**config.mk**
```make
export PLATFORM = sky130hd
export DESIGN_NAME = acs_top
export DESIGN_NICKNAME = d
export VERILOG_FILES = /design/src/hdl/acs_top_dummy_guard.sv /design/src/hdl/acs_pkg.sv /design/src/hdl/acs_top.sv
export SDC_FILE = /design/constraint.sdc
export NUM_CORES = 1
export LEC_CHECK = 0
export BUFFER_PORTS_ARGS = -buffer_cell sky130_fd_sc_hd__buf_4
export CORE_MARGIN = 2
export CORE_UTILIZATION = 40
export DETAILED_ROUTE_END_ITERATION = 6
export PLACE_DENSITY_LB_ADDON = 0.15
export SLEW_MARGIN = 0
export SYNTH_ARGS = -nofsm -noshare
export SYNTH_HDL_FRONTEND = slang
export SYNTH_SLANG_ARGS = --single-unit
```
**constraint.sdc**
```tcl
create_clock -name clk_i -period 22.3 [get_ports clk_i]
set_clock_uncertainty 0.1 [all_clocks]
set_input_delay 1.115 -clock clk_i [delete_from_list [all_inputs] [get_ports clk_i]]
set_output_delay 1.115 -clock clk_i [all_outputs]
set_load 0.01 [all_outputs]
```
**src/hdl/acs_top_dummy_guard.sv**
```systemverilog
`timescale 1ns/1ps
`default_nettype none
`default_nettype wire

```
**src/hdl/acs_pkg.sv**
```systemverilog
package acs_pkg;
	// Register indices on the plain register port
	localparam logic [3:0] IDX_SEQ_CTRL = 4'h0;
	localparam logic [3:0] IDX_CLK_CFG = 4'h1;
	localparam logic [3:0] IDX_DMA_SIZE = 4'h2;
	localparam logic [3:0] IDX_AUX_SEL = 4'h3;
	localparam logic [3:0] IDX_PRIM_SEL = 4'h4;
	localparam logic [3:0] IDX_SCAN_HIGH = 4'h5;
	localparam logic [3:0] IDX_SCAN_LOW = 4'h6;
	localparam logic [3:0] IDX_PIN_HIGH = 4'h7;
	localparam logic [3:0] IDX_PIN_LOW = 4'h8;
	localparam logic [3:0] IDX_MODE_CTRL = 4'h9;

	// Writable bit masks, everything else reads zero except sequence_control bit 7, which reads the buffer half status
	localparam logic [15:0] MASK_SEQ_CTRL = 16'hE73F;
	localparam logic [15:0] MASK_CLK_CFG = 16'h9FFF;
	localparam logic [15:0] MASK_DMA_SIZE = 16'h0007;
	localparam logic [15:0] MASK_AUX_SEL = 16'h0707;
	localparam logic [15:0] MASK_PRIM_SEL = 16'h9F9F;
	localparam logic [15:0] MASK_FULL = 16'hFFFF;
	localparam logic [15:0] MASK_MODE_CTRL = 16'h001F;
	localparam logic [15:0] RESET_VALUE = 16'h0000;

	// Field positions in sequence_control
	localparam int POS_SCAN_EN = 10;
	localparam int POS_CHPS = 8;
	localparam int POS_BUF_HALF = 7;
	localparam int POS_SMPI = 2;
	localparam int POS_SPLIT = 1;
	localparam int POS_ALT = 0;
	// Field positions in conversion_clock_config
	localparam int POS_CLK_SRC = 15;
	localparam int POS_SAMC = 8;
	// Field positions in mode_control
	localparam int POS_ENABLE = 0;
	localparam int POS_RES_MODE = 1;
	localparam int POS_TRIG = 2;
	// Fields of the channel select registers
	localparam int POS_SET_B = 8;
	localparam int POS_AUX_NEG = 1;
	localparam int POS_PRIM_NEG = 7;

	localparam logic [2:0] TRIG_AUTO = 3'h7;
	localparam logic [5:0] CONV_TAD_10BIT = 6'h0C;
	localparam logic [5:0] CONV_TAD_12BIT = 6'h0E;

	typedef enum {ACS_IDLE, ACS_SAMPLE, ACS_CONVERT} acs_state_type;
endpackage

```
**src/hdl/acs_top.sv**
```systemverilog
`timescale 1ns/1ps
`default_nettype none
module acs_top #(
	parameter int NUM_INPUTS = 32,
	parameter bit SECOND_INSTANCE = 1'b0
) (
	input wire logic clk_i,
	input wire logic nrst_i,
	input wire logic [3:0] addr_i,
	input wire logic [15:0] wdata_i,
	input wire logic wr_i,
	input wire logic rd_i,
	output logic [15:0] rdata_o,
	input wire logic trig_i,
	input wire logic rc_tick_i,
	input wire logic [15:0] other_pin_low_i,
	output logic sampling_o,
	output logic converting_o,
	output logic seq_done_o,
	output logic dma_step_o,
	output logic buf_half_o,
	output logic buf_restart_o,
	output logic use_set_b_o,
	output logic [3:0] chan_en_o,
	output logic [4:0] ch0_pos_o,
	output logic ch0_neg_an1_o,
	output logic ch0_neg_ref_o,
	output logic aux_pos_high_o,
	output logic [1:0] aux_neg_sel_o,
	output logic [7:0] words_per_input_o,
	output logic [31:0] digital_mode_o,
	output logic use_rc_clock_o
);
	// Elaboration check on the instance shape
	if (NUM_INPUTS < 1 || NUM_INPUTS > 32 || (SECOND_INSTANCE && NUM_INPUTS > 16)) begin : g_bad_shape
		$error("acs_top: NUM_INPUTS out of range for this instance");
	end

	logic [15:0] seq_ctrl, clk_cfg, dma_size, aux_sel, prim_sel;
	logic [15:0] scan_high, scan_low, pin_high, pin_low, mode_ctrl;
	acs_pkg::acs_state_type state, next_state;
	logic [7:0] tad_cnt;
	logic [4:0] samp_cnt;
	logic [5:0] conv_cnt;
	logic [3:0] seq_cnt;
	logic [4:0] scan_ptr;
	logic set_b;

	// Decoded fields
	wire res12 = mode_ctrl[acs_pkg::POS_RES_MODE];
	wire enable = mode_ctrl[acs_pkg::POS_ENABLE];
	wire [2:0] trig_src = mode_ctrl[acs_pkg::POS_TRIG +: 3];
	wire scan_en = seq_ctrl[acs_pkg::POS_SCAN_EN];
	wire [1:0] chps = seq_ctrl[acs_pkg::POS_CHPS +: 2];
	wire [3:0] smpi = seq_ctrl[acs_pkg::POS_SMPI +: 4];
	wire split_fill = seq_ctrl[acs_pkg::POS_SPLIT];
	wire alt_en = seq_ctrl[acs_pkg::POS_ALT];
	wire clk_src = clk_cfg[acs_pkg::POS_CLK_SRC];
	wire [4:0] samc = clk_cfg[acs_pkg::POS_SAMC +: 5];
	wire [7:0] divider = clk_cfg[7:0];
	wire [2:0] dma_k = dma_size[2:0];

	// Present inputs; the second instance never has the upper sixteen
	// Absent inputs on the first instance stay writable in the registers but are masked where they act
	localparam int EFF_INPUTS = SECOND_INSTANCE ? 16 : NUM_INPUTS;
	localparam logic [31:0] PRESENT = (EFF_INPUTS == 32) ? 32'hFFFFFFFF : ((32'h1 << EFF_INPUTS) - 32'h1);

	// Address decode; high registers vanish on the second instance
	// no high registers
	wire high_ok = !SECOND_INSTANCE;
	wire hit_seq = addr_i == acs_pkg::IDX_SEQ_CTRL;
	wire hit_clk = addr_i == acs_pkg::IDX_CLK_CFG;
	wire hit_dma = addr_i == acs_pkg::IDX_DMA_SIZE;
	wire hit_aux = addr_i == acs_pkg::IDX_AUX_SEL;
	wire hit_prim = addr_i == acs_pkg::IDX_PRIM_SEL;
	wire hit_sh = addr_i == acs_pkg::IDX_SCAN_HIGH && high_ok;
	wire hit_sl = addr_i == acs_pkg::IDX_SCAN_LOW;
	wire hit_ph = addr_i == acs_pkg::IDX_PIN_HIGH && high_ok;
	wire hit_pl = addr_i == acs_pkg::IDX_PIN_LOW;
	wire hit_mode = addr_i == acs_pkg::IDX_MODE_CTRL;

	// Read view: 12-bit mode hides the multi-channel fields
	// Stored values survive, so leaving 12-bit mode brings them back
	// hidden fields read zero
	wire [15:0] seq_view = {seq_ctrl[15:10], res12 ? 2'b00 : chps, buf_half_o, seq_ctrl[6:0]};
	wire [15:0] aux_view = res12 ? 16'h0000 : aux_sel;
	wire [15:0] read_mux = hit_seq ? seq_view :
		hit_clk ? clk_cfg :
		hit_dma ? dma_size :
		hit_aux ? aux_view :
		hit_prim ? prim_sel :
		hit_sh ? scan_high :
		hit_sl ? scan_low :
		hit_ph ? pin_high :
		hit_pl ? pin_low :
		hit_mode ? mode_ctrl : 16'h0000;

	// Register writes, masked to implemented bits
	// masked writes
	always_ff @(posedge clk_i or negedge nrst_i) begin
		if (!nrst_i) begin
			seq_ctrl <= acs_pkg::RESET_VALUE;
			clk_cfg <= acs_pkg::RESET_VALUE;
			dma_size <= acs_pkg::RESET_VALUE;
			aux_sel <= acs_pkg::RESET_VALUE;
			prim_sel <= acs_pkg::RESET_VALUE;
			scan_high <= acs_pkg::RESET_VALUE;
			scan_low <= acs_pkg::RESET_VALUE;
			pin_high <= acs_pkg::RESET_VALUE;
			pin_low <= acs_pkg::RESET_VALUE;
			mode_ctrl <= acs_pkg::RESET_VALUE;
		end else if (wr_i) begin
			if (hit_seq) seq_ctrl <= wdata_i & acs_pkg::MASK_SEQ_CTRL;
			if (hit_clk) clk_cfg <= wdata_i & acs_pkg::MASK_CLK_CFG;
			if (hit_dma) dma_size <= wdata_i & acs_pkg::MASK_DMA_SIZE;
			if (hit_aux) aux_sel <= wdata_i & acs_pkg::MASK_AUX_SEL;
			if (hit_prim) prim_sel <= wdata_i & acs_pkg::MASK_PRIM_SEL;
			if (hit_sh) scan_high <= wdata_i & acs_pkg::MASK_FULL;
			if (hit_sl) scan_low <= wdata_i & acs_pkg::MASK_FULL;
			if (hit_ph) pin_high <= wdata_i & acs_pkg::MASK_FULL;
			if (hit_pl) pin_low <= wdata_i & acs_pkg::MASK_FULL;
			if (hit_mode) mode_ctrl <= wdata_i & acs_pkg::MASK_MODE_CTRL;
		end
	end

	// Read data stands only in the cycle after the strobe
	always_ff @(posedge clk_i or negedge nrst_i) begin
		if (!nrst_i) rdata_o <= 16'h0000;
		else rdata_o <= rd_i ? read_mux : 16'h0000;
	end

	// Conversion clock tick: RC ticks arrive as a synchronous strobe
	// Divider runs free; conversion and auto sampling with nonzero samc end on a tick, external trigger and zero samc do not
	// clock source choice
	wire sys_tick = tad_cnt == divider;
	wire tad_tick = clk_src ? rc_tick_i : sys_tick;
	always_ff @(posedge clk_i or negedge nrst_i) begin
		if (!nrst_i) tad_cnt <= 8'h00;
		else if (clk_src || sys_tick) tad_cnt <= 8'h00;
		else tad_cnt <= tad_cnt + 8'h01;
	end

	// Channels per sequence; 12-bit mode forces channel 0 alone
	// resolution picks channel count
	wire [3:0] next_chan_en = res12 ? 4'h1 : chps[1] ? 4'hF : chps[0] ? 4'h3 : 4'h1;
	wire [5:0] conv_unit = res12 ? acs_pkg::CONV_TAD_12BIT : acs_pkg::CONV_TAD_10BIT;
	wire [5:0] conv_len = chps[1] && !res12 ? 6'(conv_unit * 6'h4) :
		chps[0] && !res12 ? 6'(conv_unit * 6'h2) : conv_unit;

	// Sequencer: sampling restarts right after each conversion
	wire auto_trig = trig_src == acs_pkg::TRIG_AUTO;
	// sample length in conversion clocks
	// Ending on the last tick itself keeps the sample a whole number of clock periods
	wire samp_last = samc == 5'h00 || (tad_tick && samp_cnt == samc - 5'h01);
	wire samp_over = auto_trig ? samp_last : trig_i;
	wire conv_over = tad_tick && conv_cnt == conv_len - 6'h01;
	wire seq_end = state == acs_pkg::ACS_CONVERT && conv_over;
	always_comb begin
		next_state = state;
		case (state)
			acs_pkg::ACS_IDLE: if (enable) next_state = acs_pkg::ACS_SAMPLE;
			acs_pkg::ACS_SAMPLE: if (!enable) next_state = acs_pkg::ACS_IDLE;
				else if (samp_over) next_state = acs_pkg::ACS_CONVERT;
			acs_pkg::ACS_CONVERT: if (!enable) next_state = acs_pkg::ACS_IDLE;
				else if (conv_over) next_state = acs_pkg::ACS_SAMPLE;
			default: next_state = acs_pkg::ACS_IDLE;
		endcase
	end

	always_ff @(posedge clk_i or negedge nrst_i) begin
		if (!nrst_i) begin
			state <= acs_pkg::ACS_IDLE;
			samp_cnt <= 5'h00;
			conv_cnt <= 6'h00;
		end else begin
			state <= next_state;
			samp_cnt <= (state != acs_pkg::ACS_SAMPLE || samp_over) ? 5'h00 :
				tad_tick ? samp_cnt + 5'h01 : samp_cnt;
			conv_cnt <= (state != acs_pkg::ACS_CONVERT || conv_over) ? 6'h00 :
				tad_tick ? conv_cnt + 6'h01 : conv_cnt;
		end
	end

	// Sequences per event
	// event every N+1 sequences
	wire event_hit = seq_end && seq_cnt == smpi;
	always_ff @(posedge clk_i or negedge nrst_i) begin
		if (!nrst_i) seq_cnt <= 4'h0;
		else if (!enable || event_hit) seq_cnt <= 4'h0;
		else if (seq_end) seq_cnt <= seq_cnt + 4'h1;
	end

	// Buffer halves toggle at each event under split fill
	// Forcing the first half while split fill is off gives a clean start later
	always_ff @(posedge clk_i or negedge nrst_i) begin
		if (!nrst_i) begin
			buf_half_o <= 1'b0;
			buf_restart_o <= 1'b0;
			dma_step_o <= 1'b0;
			seq_done_o <= 1'b0;
		end else begin
			// status shows the half being filled
			buf_half_o <= !split_fill ? 1'b0 : event_hit ? !buf_half_o : buf_half_o;
			buf_restart_o <= event_hit && !split_fill;
			dma_step_o <= event_hit;
			seq_done_o <= seq_end;
		end
	end

	// Input set alternation
	// set A/B alternation
	always_ff @(posedge clk_i or negedge nrst_i) begin
		if (!nrst_i) set_b <= 1'b0;
		else if (!alt_en || !enable) set_b <= 1'b0;
		else if (seq_end) set_b <= !set_b;
	end

	// Next scan-selected input after a position, wrapping round
	function automatic logic [4:0] acs_next_scan(input logic [31:0] m, input logic [4:0] p);
		logic [4:0] r;
		logic found;
		logic [4:0] idx;
		r = p;
		found = 1'b0;
		for (int i = 1; i <= 32; i++) begin
			idx = 5'(p + 5'(i));
			if (!found && m[idx]) begin
				r = idx;
				found = 1'b1;
			end
		end
		return r;
	endfunction

	wire [31:0] scan_mask = {high_ok ? scan_high : 16'h0000, scan_low};
	wire [4:0] scan_cur = scan_mask[scan_ptr] ? scan_ptr : acs_next_scan(scan_mask, scan_ptr);
	// scan only on set A with scan enabled
	wire scanning = scan_en && !set_b && scan_mask != 32'h0;
	// Pointer survives a converter disable, but clearing scan_en sends it back to input 0
	always_ff @(posedge clk_i or negedge nrst_i) begin
		if (!nrst_i) scan_ptr <= 5'h00;
		else if (!scan_en) scan_ptr <= 5'h00;
		else if (seq_end && !set_b) scan_ptr <= acs_next_scan(scan_mask, scan_cur);
	end

	// Multiplexer selection for the active input set
	// channel 0 positive field
	wire [4:0] prim_pos = set_b ? prim_sel[12:8] : prim_sel[4:0];
	wire [4:0] next_ch0_pos = scanning ? scan_cur : prim_pos;
	wire next_ch0_neg = set_b ? prim_sel[acs_pkg::POS_PRIM_NEG + acs_pkg::POS_SET_B] :
		prim_sel[acs_pkg::POS_PRIM_NEG];
	wire next_aux_pos = res12 ? 1'b0 : set_b ? aux_sel[acs_pkg::POS_SET_B] : aux_sel[0];
	// aux negative code, 0x means low reference
	wire [1:0] aux_neg_raw = set_b ? aux_sel[acs_pkg::POS_AUX_NEG + acs_pkg::POS_SET_B +: 2] :
		aux_sel[acs_pkg::POS_AUX_NEG +: 2];
	wire [1:0] next_aux_neg = (res12 || !aux_neg_raw[1]) ? 2'b00 : aux_neg_raw;
	// absent input converts the negative reference
	wire next_neg_ref = !PRESENT[next_ch0_pos];
	// digital mode grounds the mux input
	// shared low pins follow either converter
	wire [31:0] next_digital = ({high_ok ? pin_high : 16'h0000, pin_low | other_pin_low_i}) & PRESENT;
	wire [7:0] next_words = 8'(8'h01 << dma_k);

	always_ff @(posedge clk_i or negedge nrst_i) begin
		if (!nrst_i) begin
			chan_en_o <= 4'h1;
			ch0_pos_o <= 5'h00;
			ch0_neg_an1_o <= 1'b0;
			ch0_neg_ref_o <= 1'b0;
			aux_pos_high_o <= 1'b0;
			aux_neg_sel_o <= 2'b00;
			words_per_input_o <= 8'h01;
			digital_mode_o <= 32'h00000000;
			use_rc_clock_o <= 1'b0;
			use_set_b_o <= 1'b0;
			sampling_o <= 1'b0;
			converting_o <= 1'b0;
		end else begin
			chan_en_o <= next_chan_en;
			ch0_pos_o <= next_ch0_pos;
			ch0_neg_an1_o <= next_ch0_neg;
			ch0_neg_ref_o <= next_neg_ref;
			aux_pos_high_o <= next_aux_pos;
			aux_neg_sel_o <= next_aux_neg;
			words_per_input_o <= next_words;
			digital_mode_o <= next_digital;
			use_rc_clock_o <= clk_src;
			use_set_b_o <= set_b;
			sampling_o <= next_state == acs_pkg::ACS_SAMPLE;
			converting_o <= next_state == acs_pkg::ACS_CONVERT;
		end
	end

	// Sequences seen since the last event, for checking only
	logic [4:0] chk_seqs;
	always_ff @(posedge clk_i or negedge nrst_i) begin
		if (!nrst_i) chk_seqs <= 5'h00;
		else if (!enable || event_hit) chk_seqs <= 5'h00;
		else if (seq_end) chk_seqs <= chk_seqs + 5'h01;
	end

	a_event_rate: assert property (@(posedge clk_i) disable iff (!nrst_i)
		event_hit |-> chk_seqs == {1'b0, smpi})
		else $error("event not after N+1 sequences");
	a_chan_count: assert property (@(posedge clk_i) disable iff (!nrst_i)
		##1 !$past(res12) && $past(chps) == 2'b01 |-> chan_en_o == 4'h3)
		else $error("channels 0 and 1 not selected");
	a_hidden_read: assert property (@(posedge clk_i) disable iff (!nrst_i)
		rd_i && hit_aux && res12 |=> rdata_o == 16'h0000)
		else $error("aux select visible in 12-bit mode");
	a_half_toggle: assert property (@(posedge clk_i) disable iff (!nrst_i)
		event_hit && split_fill |=> buf_half_o != $past(buf_half_o))
		else $error("buffer half did not alternate");
	a_half_plain: assert property (@(posedge clk_i) disable iff (!nrst_i)
		!split_fill |=> !buf_half_o ##0 (buf_restart_o == $past(event_hit)))
		else $error("plain fill not restarting at start");
	a_set_a_only: assert property (@(posedge clk_i) disable iff (!nrst_i)
		!alt_en |=> !set_b ##1 !use_set_b_o)
		else $error("set B used without alternation");
	a_tad_divide: assert property (@(posedge clk_i) disable iff (!nrst_i)
		!clk_src |=> tad_cnt == ($past(sys_tick) ? 8'h00 : 8'($past(tad_cnt) + 8'h01)))
		else $error("conversion clock divider count wrong");
	a_sample_len: assert property (@(posedge clk_i) disable iff (!nrst_i)
		state == acs_pkg::ACS_SAMPLE && auto_trig && enable && tad_tick && samp_cnt == samc - 5'h01
		|=> state == acs_pkg::ACS_CONVERT)
		else $error("auto sample did not end on time");
	a_words_pow: assert property (@(posedge clk_i) disable iff (!nrst_i)
		dma_k == 3'h7 && $stable(dma_k) |=> words_per_input_o == 8'h80)
		else $error("buffer words wrong");
	a_scan_off: assert property (@(posedge clk_i) disable iff (!nrst_i)
		!scan_en && !set_b |=> ch0_pos_o == $past(prim_sel[4:0]))
		else $error("channel 0 moved without scan");
	a_absent_pin: assert property (@(posedge clk_i) disable iff (!nrst_i)
		##1 ((digital_mode_o & ~PRESENT) == 32'h0))
		else $error("absent pin took effect");
endmodule
`default_nettype wire

```
==> results of run 1 <==
[metrics by stage]
stage	hold WS [ps]	setup WS [ps]
detailed placement	285	8670
global placement	284	8860
floorplan	264	10990
CTS	300	8640
finish	304	8280
global route	312	7750
[synthesized netlist by cell type (all sizes together), types with 19 or more instances]
cell type	n	area [um^2]
o22ai	21	131
mux2i	236	2390
o31ai	20	169
a22oi	47	353
dfrtp	251	6280
nand2	208	783
a21oi	95	475
a211oi	21	163
or3	24	150
nand3	66	330
nand4	31	206
clkbuf	99	372
xnor2	62	588
nor4	40	348
or2	31	194
o21ai	96	492
and3	26	163
nor2	186	698
o211ai	28	210
ha	29	363
a31oi	41	257
nor2b	29	181
nand2b	19	119
nor3	55	295
mux2	179	2020
mux4	90	2030
xor2	40	365
inv	63	236
buf	75	438
[per-layer routing]
metal	vias up	GRT usage (%)	wire length, um
met3	250	5.15	8740
met2	1220	48.4	42200
met5	-	0	13
met4	2	13.1	4690
li1	9523	-	-
met1	11061	43.6	40200
[registers in the layout (all words and copies together) (netlist names), 14 cells and up]
signal	count
clk_cfg	14
scan_high	16
state	32
rdata_o	16
pin_high	16
digital_mode_o	32
pin_low	16
scan_low	16
[power breakdown]
part	internal (uW)	switching [uW]
Sequential	533	126
Combinational	880	1590
Clock	223	175
Total	1640	1890
[worst paths after layout]
path,from,end,depth (start not counted)
worst max-delay path,scan_ptr[1]$_DFFE_PN0P_,scan_ptr[0]$_DFFE_PN0P_,30
worst min register to register,pin_high[8]$_DFFE_PN0P_,digital_mode_o[24]$_DFF_PN0_,0
worst max register to register,scan_ptr[1]$_DFFE_PN0P_,scan_ptr[0]$_DFFE_PN0P_,30
worst min-delay path,pin_high[8]$_DFFE_PN0P_,digital_mode_o[24]$_DFF_PN0_,0
min in group asynchronous,nrst_i,state[11]$_DFF_PN0_,1
max in group asynchronous,nrst_i,ch0_neg_an1_o$_DFF_PN0_,2
[worst max-delay path, delay by kind of cell (launching register included)]
kind                       cells  cell delay (ps)
DFF                            1              770
xor gates and xnor gates       4             1880
adders and majority gates      2             1370
and+or+nand+nor               11             4860
buffers and inverters          4             1480
AOI/OAI and AO/OA              3              810
muxes                          6             2490
[layout make-up]
class / count / share of cell area [%]
repair buffers: 168 / 4.97
inverters: 67 / 0.985
well taps: 765 / 3.75
clock inverters: 9 / 0.324
clock buffers: 33 / 2.64
multi-input cells: 2018 / 62.6
flip-flops and latches: 252 / 24.7
diodes: 3 / 0.0294
[cell families after synthesis]
kind of cell,count (synthesis)
xor+xnor,102
buf+inv,241
other cells,2
compound gates,574
mux,505
flops,252
fa+ha+maj,29
simple gates,776
[cells in the final DEF, fill, tap and decap left out, types with 37 or more instances in the layout]
| cell type | instances |
|---|---|
| mux4_2 | 90 |
| mux2_2 | 175 |
| mux2i_1 | 232 |
| o21ai_0 | 90 |
| a21oi_1 | 95 |
| buf_4 | 167 |
| a22oi_1 | 47 |
| xor2_1 | 37 |
| a31oi_1 | 41 |
| nand2_1 | 207 |
| nand3_1 | 66 |
| nor3_1 | 50 |
| xnor2_1 | 54 |
| dfrtp_1 | 248 |
| inv_1 | 57 |
| nor2_1 | 185 |
==> impl_metrics.tcl, run 1 <==
set metrics [dict create \
    status "finished clean" \
    slowest_stage "xor2_1" \
    async_reset_ff_share_pct 100 \
    wl_per_cell_um 28.9 \
    synth_flop_cell "dfrtp_1" \
    p_leak_uw 0.0105 \
    drt_iter0_markers 2526 \
    synth_xor_area_share_pct 4.11 \
    area_growth_pct 10.1 \
    muxShareOfSynthArea_pct 27.7 \
    arrival_ps 14340 \
    synth_cell_types 112 \
    grt_pass1_wl_um 142000 \
    slew_viol_final 0 \
    utilization_pct 44.4 \
    ant_nets 0 \
    ys_ff_latch 252 \
    worstSetupEndpointType "register" \
    rows 88 \
    worst_slew_pin_slew_ps 1370 \
    pin_count 120 \
    cellPowerDensity_mw_per_mm2 138 \
    cap_violations 0 \
    syn-instance-count 2481 \
    dieArea_mm2 0.0599 \
    start_util_pct 40.3 \
    vias 22056 \
    synth-compound-area-share_pct 17.6 \
    ctsHtreeMaxLevel 1 \
    root_buffer "clkbuf_16" \
    dpl.hpwl_um 71800 \
    n_fill_cell 5606 \
    reg2reg_slack_ps 8280 \
    grt.overflow.total 0 \
    required_ps 22620 \
    hold_buffers 0 \
    clk_latency_ps 540 \
    dpl_cell_area_mm2 0.0248 \
    wirelength_um 95900 \
    nets 2601 \
    syn_area_per_cell_um2 9.34 \
    clk_pin_slew_ps 70 \
    synth_top_family_by_area "multiplexers" \
    route.detailed.drc 0 \
    tns_ps 0 \
    grt_max_degree 114 \
    slew_headroom_pct 8.53 \
    finalHoldViolCount 0 \
    hp-class "register to register" \
    grt_setup_unrepaired "false" \
    crit_fanout 46 \
    layout-drive-gt1-share_pct 22.5 \
    synth-edff-count 0 \
    cts-resized-gates 0 \
    ys_seq_area_share_pct 27.2 \
    routabilityCongestion 1.06 \
    finalInstanceArea_mm2 0.0255 \
    antenna_found_initial 2 \
    setup-violations-final 0 \
    cts_tree "yes" \
    synth-simple-area-share_pct 17.1 \
    die_h_um 245 \
    firstDrtPassIters 5 \
    dp_cells 3270 \
    fp.dieW_um 245 \
    viasPerCell 6.65 \
    first_global_vias 21088 \
    grt_usage_pct 31.4 \
    max_freq_mhz 71.3 \
    fin_cells 3315 \
    cts_buffers 23 \
    ir_drop_mv 0.0725 \
    power_uw 3530 \
    core_area_mm2 0.0575 \
    clock-sinks 252 \
    max-clock-path-buffers 3 \
    post_cts_buffers 0 \
    startpoint_type "register" \
    yosys_warnings 0 \
    finalCritPeriodShare_pct 62.9 \
    min_period_ps 14020 \
    crit_type "register to register" \
    port_buffers 117 \
    seq_area_mm2 0.00631 \
    multiInputGateArea_mm2 0.0160 \
    synthAdderAreaFrac_pct 1.57 \
    syn-cell-area_mm2 0.0232 \
    crit_path_max_incr_delay_ps 1090 \
]
Note: power is estimated with default switching activity, not from simulation.
==> run 2, diff against run 1 <==
Settings changed: ABC_AREA set to 1.
Clock period 22.3 ns to 12.6 ns, I/O delays scaled along.
==> impl_metrics.tcl, run 2 <==
set metrics [dict create \
    status "finished clean" \
    ys_seq_area_share_pct 33.0 \
    startpoint_type "register" \
    seq_area_mm2 0.00631 \
    die_h_um 223 \
    finalHoldViolCount 0 \
    finalCritPeriodShare_pct 85.6 \
    cp_top_family "simple AND/OR/NAND/NOR gates" \
    cts_tree "yes" \
    clk_latency_ps 560 \
    first_global_vias 18551 \
    root_buffer "clkbuf_16" \
    cts-resized-gates 0 \
    ys_ff_latch 252 \
    finalInstanceArea_mm2 0.0217 \
    grt_usage_pct 28.5 \
    hp-class "primary input to async pin" \
    arrival_ps 11130 \
    r2r_cells 67 \
    layout_common_cells "nand2_1 (970), inv_1 (368), o21ai_0 (350)" \
    antenna_found_initial 0 \
    synth_cell_types 68 \
    start_util_pct 40.3 \
    nets 3152 \
    dpl_cell_area_mm2 0.0208 \
    worstSetupEndpointType "register" \
    max-clock-path-buffers 3 \
    ant_nets 0 \
    cts_buffers 24 \
    cap_violations 0 \
    vias 20036 \
    crit_buf_inv 4 \
    synth_flop_cell "dfrtp_1" \
    synth_top_cell_area_share_pct 32.9 \
    slew_viol_final 0 \
    grt_max_degree 132 \
    hold_buffers 0 \
    tns_ps 0 \
    r2r_end "scan_ptr[2]$_DFFE_PN0P_" \
    clock-sinks 252 \
    p_leak_uw 0.0112 \
    top_regs "digital_mode_o (32), state (32)" \
    rows 80 \
    async_reset_ff_share_pct 100 \
    slew_headroom_pct 32.3 \
    area_growth_pct 13.3 \
    synth_top_area_cell "dfrtp_1" \
    cp_common_cell "nand2_2" \
    grt_pass1_wl_um 110000 \
    cellPowerDensity_mw_per_mm2 256 \
    dpl.hpwl_um 55600 \
    drt_iter0_markers 1928 \
    min_period_ps 10780 \
    crit_type "register to register" \
    routabilityCongestion 0.987 \
    n_fill_cell 5030 \
    netlist_top_cells_count "nand2_1 (970), inv_1 (368), o21ai_0 (350)" \
    mostFrequentLayoutCell "nand2_1" \
    crit_path_max_incr_delay_ps 770 \
    required_ps 12950 \
    fp.dieW_um 223 \
    viasPerCell 5.39 \
    firstDrtPassIters 5 \
    core_area_mm2 0.0474 \
    syn-instance-count 2939 \
    ir_drop_mv 0.118 \
    ctsHtreeMaxLevel 1 \
    pin_count 120 \
    yosysMostFrequentCell "nand2_1" \
    slowest_stage "ha_1" \
    route.detailed.drc 0 \
    post_cts_buffers 0 \
    syn-cell-area_mm2 0.0191 \
    reg2reg_from "scan_ptr[1]$_DFFE_PN0P_" \
    grt_setup_unrepaired "false" \
    yosys_warnings 0 \
    dieArea_mm2 0.0496 \
    multiInputGateArea_mm2 0.0109 \
    setup-violations-final 0 \
    reg2reg_slack_ps 1820 \
    max_freq_mhz 92.8 \
    clk_pin_slew_ps 70 \
    syn_area_per_cell_um2 6.50 \
    port_buffers 117 \
    ys_top_cells_by_area "dfrtp_1 (33%), nand2_1 (19%), o21ai_0 (9.2%), nand3_1 (8.5%), inv_1 (7.2%)" \
    layout-drive-gt1-share_pct 11.5 \
    wl_per_cell_um 19.3 \
    grt.overflow.total 0 \
    wirelength_um 71800 \
    worst_slew_pin_slew_ps 1020 \
    n_antenna_cell 0 \
    crit_fanout 25 \
    synth-edff-count 0 \
]
[run 2: layout make-up]
class                      count  area share (%)
multi-input combinational   2236            50.4
sequential                   252            29.1
inverter                     391            6.85
timing repair buffer         176            6.13
tap                          615            3.55
clock buffer                  31            3.17
clock inverter                13           0.820
[run 2: logic make-up (layout without fill, tap and decap cells)]
| group | count (synthesis) | in the layout | share of synthesized area (%) |
|---|---|---|---|
| xor gates and xnor gates | 48 | 48 | 2.32 |
| DFF | 252 | 252 | 33.0 |
| muxes | 5 | 5 | 0.262 |
| buffers and inverters | 481 | 611 | 10.5 |
| AOI/OAI and AO/OA | 543 | 543 | 15.4 |
| other | 2 | 32 | 0.0393 |
| adders and majority gates | 29 | 29 | 1.90 |
| and+or+nand+nor | 1579 | 1579 | 36.6 |
[run 2: how the worst max path moves through the flow]
stage | start | end | slack [ps] | cells after the start
final | scan_ptr[1]$_DFFE_PN0P_ | scan_ptr[2]$_DFFE_PN0P_ | 1820 | 67
after global routing | scan_ptr[1]$_DFFE_PN0P_ | scan_ptr[2]$_DFFE_PN0P_ | 640 | 71
after CTS | scan_ptr[1]$_DFFE_PN0P_ | scan_ptr[2]$_DFFE_PN0P_ | 1830 | 67
after detailed placement | scan_ptr[1]$_DFFE_PN0P_ | scan_ptr[2]$_DFFE_PN0P_ | 1900 | 68
after global placement | scan_ptr[1]$_DFFE_PN0P_ | scan_ptr[1]$_DFFE_PN0P_ | 2150 | 68
after floorplan | scan_ptr[1]$_DFFE_PN0P_ | scan_ptr[1]$_DFFE_PN0P_ | 3070 | 76
[run 2: metal layers]
metal | global-route usage (%) | vias up | wire length, um
li1 | - | 9771 | -
met1 | 39.7 | 9423 | 31900
met2 | 46.4 | 728 | 33000
met3 | 3.90 | 114 | 5100
met4 | 7.77 | 0 | 1830
met5 | 0 | - | 0
[run 2: power breakdown]
group | internal (uW) | switching, uW
clock network | 452 | 326
registers | 930 | 142
logic | 1100 | 2590
total | 2480 | 3050
[run 2: worst register-to-register path: cells and delay by family (launching register included)]
kind | cells | cell delay [ps]
and+or+nand+nor | 57 | 7560
adders and majority gates | 2 | 1270
buffers and inverters | 4 | 870
AOI/OAI and AO/OA | 4 | 480
DFF | 1 | 390
[run 2: through the flow]
stage          setup slack [ps]  instances  utilization [%]  power [uW]  hold WS [ps]
2_1_floorplan              3070       2969                -        3490           234
3_3_place_gp               2150       3670             43.8        4690           293
3_5_place_dp               1900       3670             43.8        4690           299
4_1_cts                    1830       3714             45.7        5480           132
5_1_grt                     642       3714             45.7        6000           152
6_report                   1820       3714             45.7        5540          63.2
